--- config.mk ---
export PLATFORM = sky130hd
export DESIGN_NAME = interval_timer_unit
export DESIGN_NICKNAME = d
export VERILOG_FILES = /design/src/timer_pkg.sv /design/src/timer_channel.sv /design/src/interval_timer_unit.sv
export VERILOG_INCLUDE_DIRS = /design/src
export SDC_FILE = /design/constraint.sdc
export NUM_CORES = 1
export LEC_CHECK = 0
export ABC_AREA = 0
export CELL_PAD_IN_SITES_DETAIL_PLACEMENT = 1
export CELL_PAD_IN_SITES_GLOBAL_PLACEMENT = 2
export CORE_MARGIN = 10
export CORE_UTILIZATION = 40
export DETAILED_ROUTE_END_ITERATION = 6
export DONT_BUFFER_PORTS = 1
export GPL_TIMING_DRIVEN = 1
export PLACE_DENSITY_LB_ADDON = 0.08
export SYNTH_ARGS = -nofsm -noshare
export SYNTH_HDL_FRONTEND = slang
export SYNTH_SLANG_ARGS = --single-unit
--- constraint.sdc ---
create_clock -name I_CORE_CLK -period 4.9 [get_ports I_CORE_CLK]
set_input_delay 0.245 -clock I_CORE_CLK [delete_from_list [all_inputs] [get_ports I_CORE_CLK]]
set_output_delay 0.245 -clock I_CORE_CLK [all_outputs]
set_load 0.01 [all_outputs]
--- src/timer_params.svh ---
// Constants shared by the three channel interval timer
`ifndef TIMER_PARAMS_SVH
`define TIMER_PARAMS_SVH

// Register offsets
`define REG_CTRL0        4'h0
`define REG_CTRL1        4'h1
`define REG_CTRL2        4'h2
`define REG_LOAD0        4'h4
`define REG_LOAD1        4'h5
`define REG_LOAD2        4'h6
`define REG_COUNT0       4'h8
`define REG_COUNT1       4'h9
`define REG_COUNT2       4'hA
`define REG_STATUS       4'hC
`define REG_MASK         4'hD
`define REG_TRIG         4'hE
`define REG_LEVEL        4'hF
`define REG_STRIDE       2'h1

// Control register fields
`define CTRL_MODE_LSB    0
`define CTRL_MODE_W      3
`define CTRL_BCD_BIT     3
`define CTRL_EXTCLK_BIT  4
`define CTRL_W           5
`define CTRL_RESET       5'h00
`define MASK_RESET       3'h0
`define COUNT_W          16
`define NUM_CH           3

// Reference and limit rates, in kHz
`define REF_CLK_KHZ      1382.4
`define EXT_CLK_MAX_KHZ  2000.0
`define CORE_CLK_KHZ     10000.0
`define ZERO16           16'h0000
`define ONE16            16'h0001
`define TWO16            16'h0002

`endif

--- src/timer_pkg.sv ---
// Types shared by the interval timer blocks
package timer_pkg;
  typedef enum logic [2:0] {
    MODE_TC_INT    = 3'h0,
    MODE_ONE_SHOT  = 3'h1,
    MODE_RATE      = 3'h2,
    MODE_SQUARE    = 3'h3,
    MODE_SW_STROBE = 3'h4,
    MODE_HW_STROBE = 3'h5
  } mode_t;

  typedef struct packed {
    logic  ext_clk;
    logic  bcd;
    mode_t mode;
  } ctrl_t;

  typedef struct packed {
    logic clk_tick;
    logic gate;
    logic gate_rise;
    logic load;
    logic sw_trig;
  } chan_in_t;
endpackage

--- src/timer_channel.sv ---
// One 16-bit down counting interval timer channel
`include "timer_params.svh"
module timer_channel (
  // Clock and reset
  input  wire logic                      clk,
  input  wire logic                      nrst,
  input  wire logic                      ce,
  // Control
  input  wire timer_pkg::ctrl_t          ctrl,
  input  wire logic [`COUNT_W-1:0]       reload,
  input  wire timer_pkg::chan_in_t       cin,
  // Status
  output logic [`COUNT_W-1:0]            o_count,
  output logic                           o_out,
  output logic                           o_tc
);
  typedef enum logic [1:0] {
    ST_IDLE = 2'b00,
    ST_RUN  = 2'b01,
    ST_DONE = 2'b10
  } st_t;

  st_t                 st;
  st_t                 next_st;
  logic [`COUNT_W-1:0] count;
  logic [`COUNT_W-1:0] next_count;
  logic                out;
  logic                next_out;
  logic                tc;
  logic                next_tc;
  logic [`COUNT_W-1:0] dec;
  logic [`COUNT_W-1:0] step;
  logic                start;
  logic                zero_next;

  // One step down, binary or per BCD digit
  function automatic logic [`COUNT_W-1:0] bcd_dec(input logic [`COUNT_W-1:0] v, input logic [`COUNT_W-1:0] by);
    logic [`COUNT_W-1:0] r;
    r = v;
    for (int k = 0; k < 2; k++) begin
      if (by > `ONE16 || k == 0) begin
        for (int d = 0; d < 4; d++) begin
          if (r[d*4 +: 4] != 4'h0) begin
            r[d*4 +: 4] = r[d*4 +: 4] - 4'h1;
            break;
          end
          r[d*4 +: 4] = 4'h9;
        end
      end
    end
    return r;
  endfunction

  always_comb begin
    // Trigger-started modes ignore a load and start only on their trigger
    start = (cin.load && ctrl.mode != timer_pkg::MODE_ONE_SHOT && ctrl.mode != timer_pkg::MODE_HW_STROBE)
      || ((ctrl.mode == timer_pkg::MODE_ONE_SHOT) && (cin.sw_trig || cin.gate_rise))
      || ((ctrl.mode == timer_pkg::MODE_HW_STROBE) && cin.gate_rise);
    step = (ctrl.mode == timer_pkg::MODE_SQUARE) ? `TWO16 : `ONE16;
    dec  = ctrl.bcd ? bcd_dec(count, step) : count - step;
    zero_next = (count <= step);
    next_st    = st;
    next_count = count;
    next_out   = out;
    next_tc    = 1'b0;
    if (start) begin
      next_st    = ST_RUN;
      next_count = reload;
      case (ctrl.mode)
        timer_pkg::MODE_TC_INT:   next_out = 1'b0;
        timer_pkg::MODE_ONE_SHOT: next_out = 1'b0;
        default:                  next_out = 1'b1;
      endcase
    end else if (st != ST_IDLE && cin.clk_tick && (cin.gate || ctrl.mode == timer_pkg::MODE_ONE_SHOT
                 || ctrl.mode == timer_pkg::MODE_HW_STROBE)) begin
      case (ctrl.mode)
        timer_pkg::MODE_RATE: begin
          // Low tick holds count one, so the period spans exactly N ticks
          if (!out) begin
            next_out   = 1'b1;
            next_count = reload;
          end else if (count <= `TWO16) begin
            next_out   = 1'b0;
            next_count = dec;
            next_tc    = 1'b1;
          end else begin
            next_count = dec;
          end
        end
        timer_pkg::MODE_SQUARE: begin
          if (zero_next) begin
            next_out   = ~out;
            next_count = reload;
            next_tc    = out;
          end else begin
            next_count = dec;
          end
        end
        timer_pkg::MODE_SW_STROBE, timer_pkg::MODE_HW_STROBE: begin
          if (!out) begin
            next_out = 1'b1;
            next_st  = ST_DONE;
          end else if (st == ST_RUN) begin
            next_count = dec;
            if (count == `ONE16) begin
              next_out = 1'b0;
              next_tc  = 1'b1;
            end
          end
        end
        default: begin
          next_count = dec;
          if (st == ST_RUN && count == `ONE16) begin
            next_out = 1'b1;
            next_tc  = 1'b1;
            next_st  = ST_DONE;
          end
        end
      endcase
    end
  end

  always_ff @(posedge clk or negedge nrst) begin
    if (!nrst) begin
      st    <= ST_IDLE;
      count <= `ZERO16;
      out   <= 1'b1;
      tc    <= 1'b0;
    end else if (ce) begin
      st    <= next_st;
      count <= next_count;
      out   <= next_out;
      tc    <= next_tc;
    end
  end

  assign o_count = count;
  assign o_out   = out;
  assign o_tc    = tc;
endmodule // timer_channel

--- src/interval_timer_unit.sv ---
// Three channel interval timer with register port and interrupt status
//
// Implementation choices: the placing of the registers and the strobed register port.
`include "timer_params.svh"
module interval_timer_unit (
  // Clock, reset, enable
  input  wire logic                   I_CORE_CLK,
  input  wire logic                   I_NRST,
  input  wire logic                   I_CE,
  // Register port
  input  wire logic [3:0]             I_ADDR,
  input  wire logic [15:0]            I_WDATA,
  input  wire logic                   I_WR,
  input  wire logic                   I_RD,
  output logic [15:0]                 O_RDATA,
  // Channel pins
  input  wire logic [`NUM_CH-1:0]     I_TMR_CLK,
  input  wire logic [`NUM_CH-1:0]     I_TMR_GATE,
  output logic [`NUM_CH-1:0]          O_TMR_OUT,
  // Interrupts
  output logic [`NUM_CH-1:0]          O_TMR_IRQ,
  output logic                        O_IRQ
);
  timer_pkg::ctrl_t    ctrl      [`NUM_CH];
  timer_pkg::ctrl_t    next_ctrl [`NUM_CH];
  logic [`COUNT_W-1:0] reload      [`NUM_CH];
  logic [`COUNT_W-1:0] next_reload [`NUM_CH];
  logic [`COUNT_W-1:0] count       [`NUM_CH];
  logic [`NUM_CH-1:0]  load;
  logic [`NUM_CH-1:0]  next_load;
  logic [`NUM_CH-1:0]  sw_trig;
  logic [`NUM_CH-1:0]  next_sw_trig;
  logic [`NUM_CH-1:0]  tc;
  logic [`NUM_CH-1:0]  chan_out;
  logic [`NUM_CH-1:0]  status;
  logic [`NUM_CH-1:0]  next_status;
  logic [`NUM_CH-1:0]  mask;
  logic [`NUM_CH-1:0]  next_mask;
  logic [15:0]         rdata;
  logic [15:0]         next_rdata;
  // Clock and gate edge detection
  logic [`NUM_CH-1:0]  ext_prev;
  logic [`NUM_CH-1:0]  gate_prev;
  logic [`NUM_CH-1:0]  ext_rise;
  logic [`NUM_CH-1:0]  gate_rise;
  logic [`NUM_CH-1:0]  ref_tick_v;
  logic [`NUM_CH-1:0]  tick;
  // Reference clock: fractional accumulator of REF/CORE
  localparam logic [15:0] REF_INC = 16'(int'(`REF_CLK_KHZ * 65536.0 / `CORE_CLK_KHZ));
  logic [15:0]         ref_acc;
  logic [15:0]         next_ref_acc;
  logic                ref_tick;
  logic                next_ref_tick;

  always_comb begin
    {next_ref_tick, next_ref_acc} = {1'b0, ref_acc} + {1'b0, REF_INC};
    ref_tick_v = {`NUM_CH{ref_tick}};
  end

  always_ff @(posedge I_CORE_CLK or negedge I_NRST) begin
    if (!I_NRST) begin
      ref_acc  <= 16'h0000;
      ref_tick <= 1'b0;
      ext_prev <= 3'h0;
      gate_prev <= 3'h7;
    end else if (I_CE) begin
      ref_acc  <= next_ref_acc;
      ref_tick <= next_ref_tick;
      ext_prev <= I_TMR_CLK;
      gate_prev <= I_TMR_GATE;
    end
  end

  always_comb begin
    ext_rise  = I_TMR_CLK & ~ext_prev;
    gate_rise = I_TMR_GATE & ~gate_prev;
    for (int c = 0; c < `NUM_CH; c++) begin
      tick[c] = ctrl[c].ext_clk ? ext_rise[c] : ref_tick_v[c];
    end
  end

  // Register writes
  always_comb begin
    for (int c = 0; c < `NUM_CH; c++) begin
      next_ctrl[c]   = ctrl[c];
      next_reload[c] = reload[c];
    end
    next_load    = 3'h0;
    next_sw_trig = 3'h0;
    next_mask    = mask;
    next_status  = status | tc;                                          // Set wins over clear
    if (I_WR) begin
      if (I_ADDR >= `REG_CTRL0 && I_ADDR <= `REG_CTRL2) begin
        next_ctrl[I_ADDR[1:0]] = timer_pkg::ctrl_t'(I_WDATA[`CTRL_W-1:0]);
      end else if (I_ADDR >= `REG_LOAD0 && I_ADDR <= `REG_LOAD2) begin
        next_reload[I_ADDR[1:0]] = I_WDATA;
        next_load[I_ADDR[1:0]]   = 1'b1;
      end else if (I_ADDR == `REG_STATUS) begin
        next_status = (status & ~I_WDATA[`NUM_CH-1:0]) | tc;
      end else if (I_ADDR == `REG_MASK) begin
        next_mask = I_WDATA[`NUM_CH-1:0];
      end else if (I_ADDR == `REG_TRIG) begin
        next_sw_trig = I_WDATA[`NUM_CH-1:0];
      end
    end
  end

  // Register reads, count sampled live
  always_comb begin
    next_rdata = 16'h0000;
    if (I_RD) begin
      if (I_ADDR >= `REG_CTRL0 && I_ADDR <= `REG_CTRL2 && I_ADDR[1:0] != 2'h3) begin
        next_rdata = {11'h000, ctrl[I_ADDR[1:0]]};
      end else if (I_ADDR >= `REG_LOAD0 && I_ADDR <= `REG_LOAD2) begin
        next_rdata = reload[I_ADDR[1:0]];
      end else if (I_ADDR >= `REG_COUNT0 && I_ADDR <= `REG_COUNT2) begin
        next_rdata = count[I_ADDR[1:0]];
      end else if (I_ADDR == `REG_STATUS) begin
        next_rdata = {13'h0000, status};
      end else if (I_ADDR == `REG_MASK) begin
        next_rdata = {13'h0000, mask};
      end else if (I_ADDR == `REG_LEVEL) begin
        next_rdata = {10'h000, I_TMR_GATE, chan_out};
      end
    end
  end

  always_ff @(posedge I_CORE_CLK or negedge I_NRST) begin
    if (!I_NRST) begin
      for (int c = 0; c < `NUM_CH; c++) begin
        ctrl[c]   <= timer_pkg::ctrl_t'(`CTRL_RESET);
        reload[c] <= `ZERO16;
      end
      load    <= 3'h0;
      sw_trig <= 3'h0;
      status  <= 3'h0;
      mask    <= `MASK_RESET;
      rdata   <= 16'h0000;
    end else if (I_CE) begin
      for (int c = 0; c < `NUM_CH; c++) begin
        ctrl[c]   <= next_ctrl[c];
        reload[c] <= next_reload[c];
      end
      load    <= next_load;
      sw_trig <= next_sw_trig;
      status  <= next_status;
      mask    <= next_mask;
      rdata   <= next_rdata;
    end
  end

  genvar g;
  generate
    for (g = 0; g < `NUM_CH; g++) begin : g_ch
      timer_channel u_ch (
        .clk     (I_CORE_CLK),
        .nrst    (I_NRST),
        .ce      (I_CE),
        .ctrl    (ctrl[g]),
        .reload  (reload[g]),
        .cin     ({tick[g], I_TMR_GATE[g], gate_rise[g], load[g], sw_trig[g]}),
        .o_count (count[g]),
        .o_out   (chan_out[g]),
        .o_tc    (tc[g])
      );
    end
  endgenerate

  assign O_RDATA   = rdata;
  assign O_TMR_OUT = chan_out;
  assign O_TMR_IRQ = chan_out;
  assign O_IRQ     = |(status & mask);
endmodule // interval_timer_unit

**Word-level counts from Yosys, hierarchy flattened**

Cells that the tools add are included.

- Muxes and demuxes: 286
- Equality and inequality tests: 47
- Reduce and logical (&&, ||, !) cells: 103
- Magnitude comparators: 19
- Bitwise operators: 16
- Add/sub/neg operators: 28

Operators with widths:

| cell | count |
|---|---|
| $mux W16 | 33 |
| $mux W4 | 54 |
| $pmux W16 S3 | 3 |
| $mux W1 | 133 |
| $reduce_bool A4 Y1 | 24 |
| $sub A4 B1 Y4 const B | 24 |
| $mux W12 | 6 |
| $bmux W16 S2 | 2 |
| $bwmux W48 | 1 |
| $eq A16 B1 Y1 const B | 3 |
| $gt A16 B1 Y1 const B | 3 |
| $le A16 B16 Y1 | 3 |
| $le A16 B2 Y1 const B | 3 |
| $mux W8 | 6 |
| $sub A16 B16 Y16 | 3 |
| $mux W3 | 13 |
| $ne A3 B1 Y1 const B | 12 |
| $demux W16 S2 | 1 |
| $mux W2 | 15 |
| $reduce_and A4 Y1 | 7 |
| $logic_and A1 B1 Y1 | 27 |
| $eq A3 B2 Y1 const B | 6 |
| $eq A3 B3 Y1 const B | 6 |
| $mux W6 | 3 |
| 39 further kinds | 108 |

- Logic and storage cells: 532
- Flip-flop bits (word level): 174
- Bits of input ports: 31

**Depth between registers and ports, before layout**

- Word-level depth: 34
- Depth in mapped cells: 14
- Gate-level depth less buffers: 12

**By module**

Synthesis repeated with hierarchy kept, for this count alone.

- Cells, all modules: 1497
- Area total of the unflattened synthesis: 13395.3 µm²

By module, submodules not included:

| module | cells an instance | instances | sequential area each (µm²) | area an instance (µm²) |
|---|---|---|---|---|
| interval_timer_unit | 463 | 1 | 2806.4 | 5671.7 |
| timer_channel at g_ch[0].u_ch ... | 353 | 2 | 501.7 | 2680.1 |
| timer_channel at g_ch[2].u_ch | 328 | 1 | 501.7 | 2363.5 |

**Least setup slack after synthesis**

Ideal clock, no wire load.

- Path kind: register to register
- Start point: register g_ch[0].u_ch.count[7]
- End point: register g_ch[0].u_ch.count[12]
- Stages on the path, launching flop included: 15
- Arrival: 3399 ps
- Buffers on the path: 2
- Data required time: 4823 ps
- Path slack: 1424 ps
- Cells stage by stage: dfrtp_1 clkbuf_1 nor4_1 clkbuf_1 nand2_1 nor2_1 mux2i_1 ha_1 or3b_2 a31oi_1 nor2_1 nor2_1 o221ai_1 a41o_1 a21oi_1

- Cells in the longest elaborated chain, start to end: 22

RTL lines:

| element | line | text |
|---|---|---|
| start: declaration | timer_channel.sv:25 | `` logic [`COUNT_W-1:0] count; `` |
| start signal: assignment | timer_channel.sv:126 | `` count <= `ZERO16; `` |
| start signal: assignment | timer_channel.sv:131 | `count <= next_count;` |
| $reduce_bool A4 Y1 | timer_channel.sv:43 | `if (r[d*4 +: 4] != 4'h0) begin` |
| $mux W1 | timer_channel.sv:43 |  |
| $mux W1 | timer_channel.sv:42 | `for (int d = 0; d < 4; d++) begin` |
| $mux W8 | timer_channel.sv:42 |  |
| $mux W12 | timer_channel.sv:42 |  |
| $reduce_bool A4 Y1 | timer_channel.sv:43 |  |
| $mux W1 | timer_channel.sv:43 |  |
| $mux W1 (3 in series) | timer_channel.sv:42 |  |
| [4 not listed] | n/a |  |
| $mux W12 | timer_channel.sv:42 |  |
| $mux W16 | timer_channel.sv:41 | `` if (by > `ONE16 \|\| k == 0) begin `` |
| $mux W16 | timer_channel.sv:60 | `dec = ctrl.bcd ? bcd_dec(count, step) : count - step;` |
| $mux W16 | timer_channel.sv:103 | `end else if (st == ST_RUN) begin` |
| $mux W16 | timer_channel.sv:100 | `if (!out) begin` |
| $pmux W16 S3 (*) | timer_channel.sv:76 | `case (ctrl.mode)` |
| $mux W16 (*) | timer_channel.sv:74 | `end else if (st != ST_IDLE && cin.clk_tick && (cin.gate \|\| ctrl.mode == timer_pkg::MODE_ONE_SHOT` |
| $mux W16 (*) | timer_channel.sv:66 | `if (start) begin` |

Every way passes the cells marked *; elsewhere a longest branch is shown, timed or not. The select of a mux whose other input is x is not followed.
A chain may end at the register's enable or synchronous reset.

**Final worst setup path**

- Start point: register g_ch[0].u_ch.count[6]
- End point: register g_ch[0].u_ch.count[15]

Same word-level chain as after synthesis.

==> results.ini <==
[run_status]
run_status = finished, final reports clean

[critical_path]
path_cells = nor4_1 > buf_4 > nand2_1 > nor2_1 > mux2i_1 > ha_1 > or3b_2 > a31oi_1 > nor2_1 > nor2_1 > nand2_1 > nor4_1 > o311ai_0
crit_start = g_ch[0].u_ch.o_count[6]$_DFFE_PN0P_
end_kind = register
crit_arrival_ns = 4.15
timing.rr.start = g_ch[0].u_ch.o_count[6]$_DFFE_PN0P_
worstReg2RegEnd = g_ch[0].u_ch.o_count[15]$_DFFE_PN0P_
cp_slowest_cell = dfrtp_1
critPathMaxStageDelay_ns = 0.53
required_ns = 5.20
worst-r2r-setup-slack_ns = 1.05
worst_path_most_repeated_cell = nor2_1
path_class = register to register
cp_max_fo = 13
reg2reg_depth = 13
startpoint_type = register

[clock_network]
clk_path_buf_depth = 2
cts_setup_buffers = 0
postCtsHoldBufs = 26
cts.sinks = 172
insertion_delay_ns = 0.45
clk_pin_slew_worst_paths_ns = 0.07
htreeDepth = 4
post_cts_resize_count = 0
cts_tree = yes
cts-root-buf = clkbuf_16
numCtsBuffers = 17

[timing]
finalSetupViolCount = 0
clock.fmax_mhz = 260
rsz0062_at_grt = false
worst_pin_slew_ns = 1.05
skew_ns = 0.0125
tns_ns = 0
slew_viol_final = 0
final.min_clock_period_ns = 3.85
whs_ns = 0.0478
fin_crit_sh_pct = 78.5
slew_headroom_pct = 29.5
hold_viol_final = 0

[global_routing]
grt_max_degree = 173
grt_pass1_vias = 11100
overflow = 0
grtUsageTotal_pct = 21.6
grt_pass1_wl_um = 66500
antenna_found_initial = 1

[placed_design]
port_buffers = 0
place_area_um2 = 12400
gp_congestion = 0.886
placed_cells = 1752
dp_hpwl_um = 30300

[floorplan]
core_area_um2 = 30500
row_count = 64
die_x_um = 196
initial_core_util_pct = 40.5
boundaryPins = 54
dieArea_um2 = 38300
die_y_um = 196

[detailed_routing]
route.detailed.drc = 0
avgRoutedWirePerCell_um = 23.2
routed_wl_um = 42000
first_pass_iters = 5
dr_total_vias = 11000
drt_iter0_markers = 623
vias_per_cell = 6.10
drtAntennaViolNets = 0

[synth]
ys_async_sr_fraction_pct = 100
yosys.area.top_type_share_pct = 33.6
ys_seq_area_share_pct = 34.9
synth_flop_cell = dfrtp_1
synth_enable_flop_cells = 0
syn_area_um2 = 12300
ys_warn_count = 0
syn_inst = 1472
yosysMostFrequentCell = dfrtp_1
syn-num-nets = 1522
ys_seq_elements = 172
synth.top_cells.by_area = dfrtp_1, mux2_2, o21ai_0, mux2i_1, nand2_1
ys_types = 88
yosysTopAreaCell = dfrtp_1
syn-mean-instance-area_um2 = 8.39
synth_top_cells_by_count = dfrtp_1, nand2_1, o21ai_0

[layout]
final.fill_count = 3598
final_nets = 1451
fin_cells = 1810
synthToLayoutAreaGrowth_pct = 7.49
antenna_cells = 0
drive_above_1_share_pct = 9.90
regArea_um2 = 4310
multi_input_area_um2 = 7340
fin_area_um2 = 13300

[worst_hold_path]
hp-start = I_CE
min_path_type = input port to register
hold_depth = 3
worst_hold_path.endpoint = ref_acc[15]$_DFFE_PN0P_

[flow_run]
drv_cap = 0

[power_and_ir_drop]
power_density_nw_per_um2 = 528
p_leak_nw = 5.30
peakVddDrop_mv = 0.264

[registers in the layout, indices dropped and copies added (netlist names)]
name	flops
O_RDATA	16
ctrl	15
ext_prev	3
g_ch.u_ch.o_count	48
g_ch.u_ch.o_out	3
g_ch.u_ch.o_tc	3
g_ch.u_ch.st	6
gate_prev	3
load	3
mask	3
ref_acc	14
ref_tick	1
reload	48
status	3
sw_trig	3
[how the worst max path moves through the flow]
stage,cells after the start,endpoint,slack (ns)
after floorplan,14,g_ch[0].u_ch.o_count[12]$_DFFE_PN0P_,1.42
after global placement,13,g_ch[0].u_ch.o_count[12]$_DFFE_PN0P_,1.38
after detailed placement,12,g_ch[0].u_ch.o_count[15]$_DFFE_PN0P_,1.12
after CTS,13,g_ch[0].u_ch.o_count[15]$_DFFE_PN0P_,1.11
after global routing,12,g_ch[0].u_ch.o_count[15]$_DFFE_PN0P_,0.77
final,13,g_ch[0].u_ch.o_count[15]$_DFFE_PN0P_,1.05
[cells in the final DEF (no fill, tap or decap), types with 15 or more instances in the layout]
| master | n |
|---|---|
| dfrtp_1 | 166 |
| nand2_1 | 145 |
| o21ai_0 | 136 |
| nor2_1 | 108 |
| a21oi_1 | 85 |
| mux2_2 | 62 |
| mux2i_1 | 55 |
| nor3_1 | 42 |
| inv_1 | 41 |
| nand3_1 | 36 |
| xnor2_1 | 36 |
| nor2b_1 | 31 |
| dlygate4sd3_1 | 24 |
| xor2_1 | 22 |
| nand2b_1 | 21 |
| a22oi_1 | 21 |
| nor4_1 | 20 |
| nand4_1 | 17 |
| a211oi_1 | 17 |
| o22ai_1 | 17 |
| a31oi_1 | 17 |
| clkbuf_16 | 17 |
| buf_4 | 17 |
| o211ai_1 | 16 |
| ha_1 | 16 |
| o2bb2ai_1 | 15 |
[worst max-delay path, delay by kind of cell, from the launching register on]
family	cells	cell delay (ns)
muxes	1	0.28
adders and majority gates	1	0.22
and+or+nand+nor	8	2.01
DFF	1	0.53
buffers and inverters	1	0.23
AOI/OAI and AO/OA	2	0.43
[layer usage]
metal  track usage (%)  vias up  wire length [um]
met2              35.0      195             19800
li1                  -     5225                 -
met3              3.12       33              1740
met1              29.5     5586             19700
met4              5.49        2               709
met5                 0        -                13
[cell type report]
type / count / share of cell area [%]
Clock buffer: 20 / 3.44
Clock inverter: 12 / 0.669
Inverter: 43 / 1.22
Multi-Input combinational cell: 1124 / 55.3
Sequential cell: 172 / 32.5
Tap cell: 396 / 3.73
Timing Repair Buffer: 43 / 3.13
[where the power goes]
group | internal, W | switching [W] | total (W)
sequential | 0.00183 | 0.000911 | 0.00274
combinational | 0.00129 | 0.00169 | 0.00298
clock | 0.000679 | 0.000613 | 0.00129
total | 0.00380 | 0.00321 | 0.00701
[per-stage QoR]
stage	utilization, %	setup slack, ns	total power, W
after floorplan	-	1.42	0.00484
final	43.5	1.05	0.00701
after detailed placement	40.8	1.12	0.00567
after CTS	43.5	1.11	0.00706
after global placement	40.8	1.38	0.00560
after global routing	43.5	0.772	0.00760
[cells by family after synthesis]
| family | Yosys count | synth area share, % |
|---|---|---|
| adders and majority gates | 20 | 2.19 |
| xor gates and xnor gates | 58 | 4.11 |
| and+or+nand+nor | 497 | 20.3 |
| muxes | 117 | 10.1 |
| buffers and inverters | 176 | 5.71 |
| DFF | 172 | 34.9 |
| AOI/OAI and AO/OA | 432 | 22.7 |
Note: power is estimated with default switching activity, not from simulation.
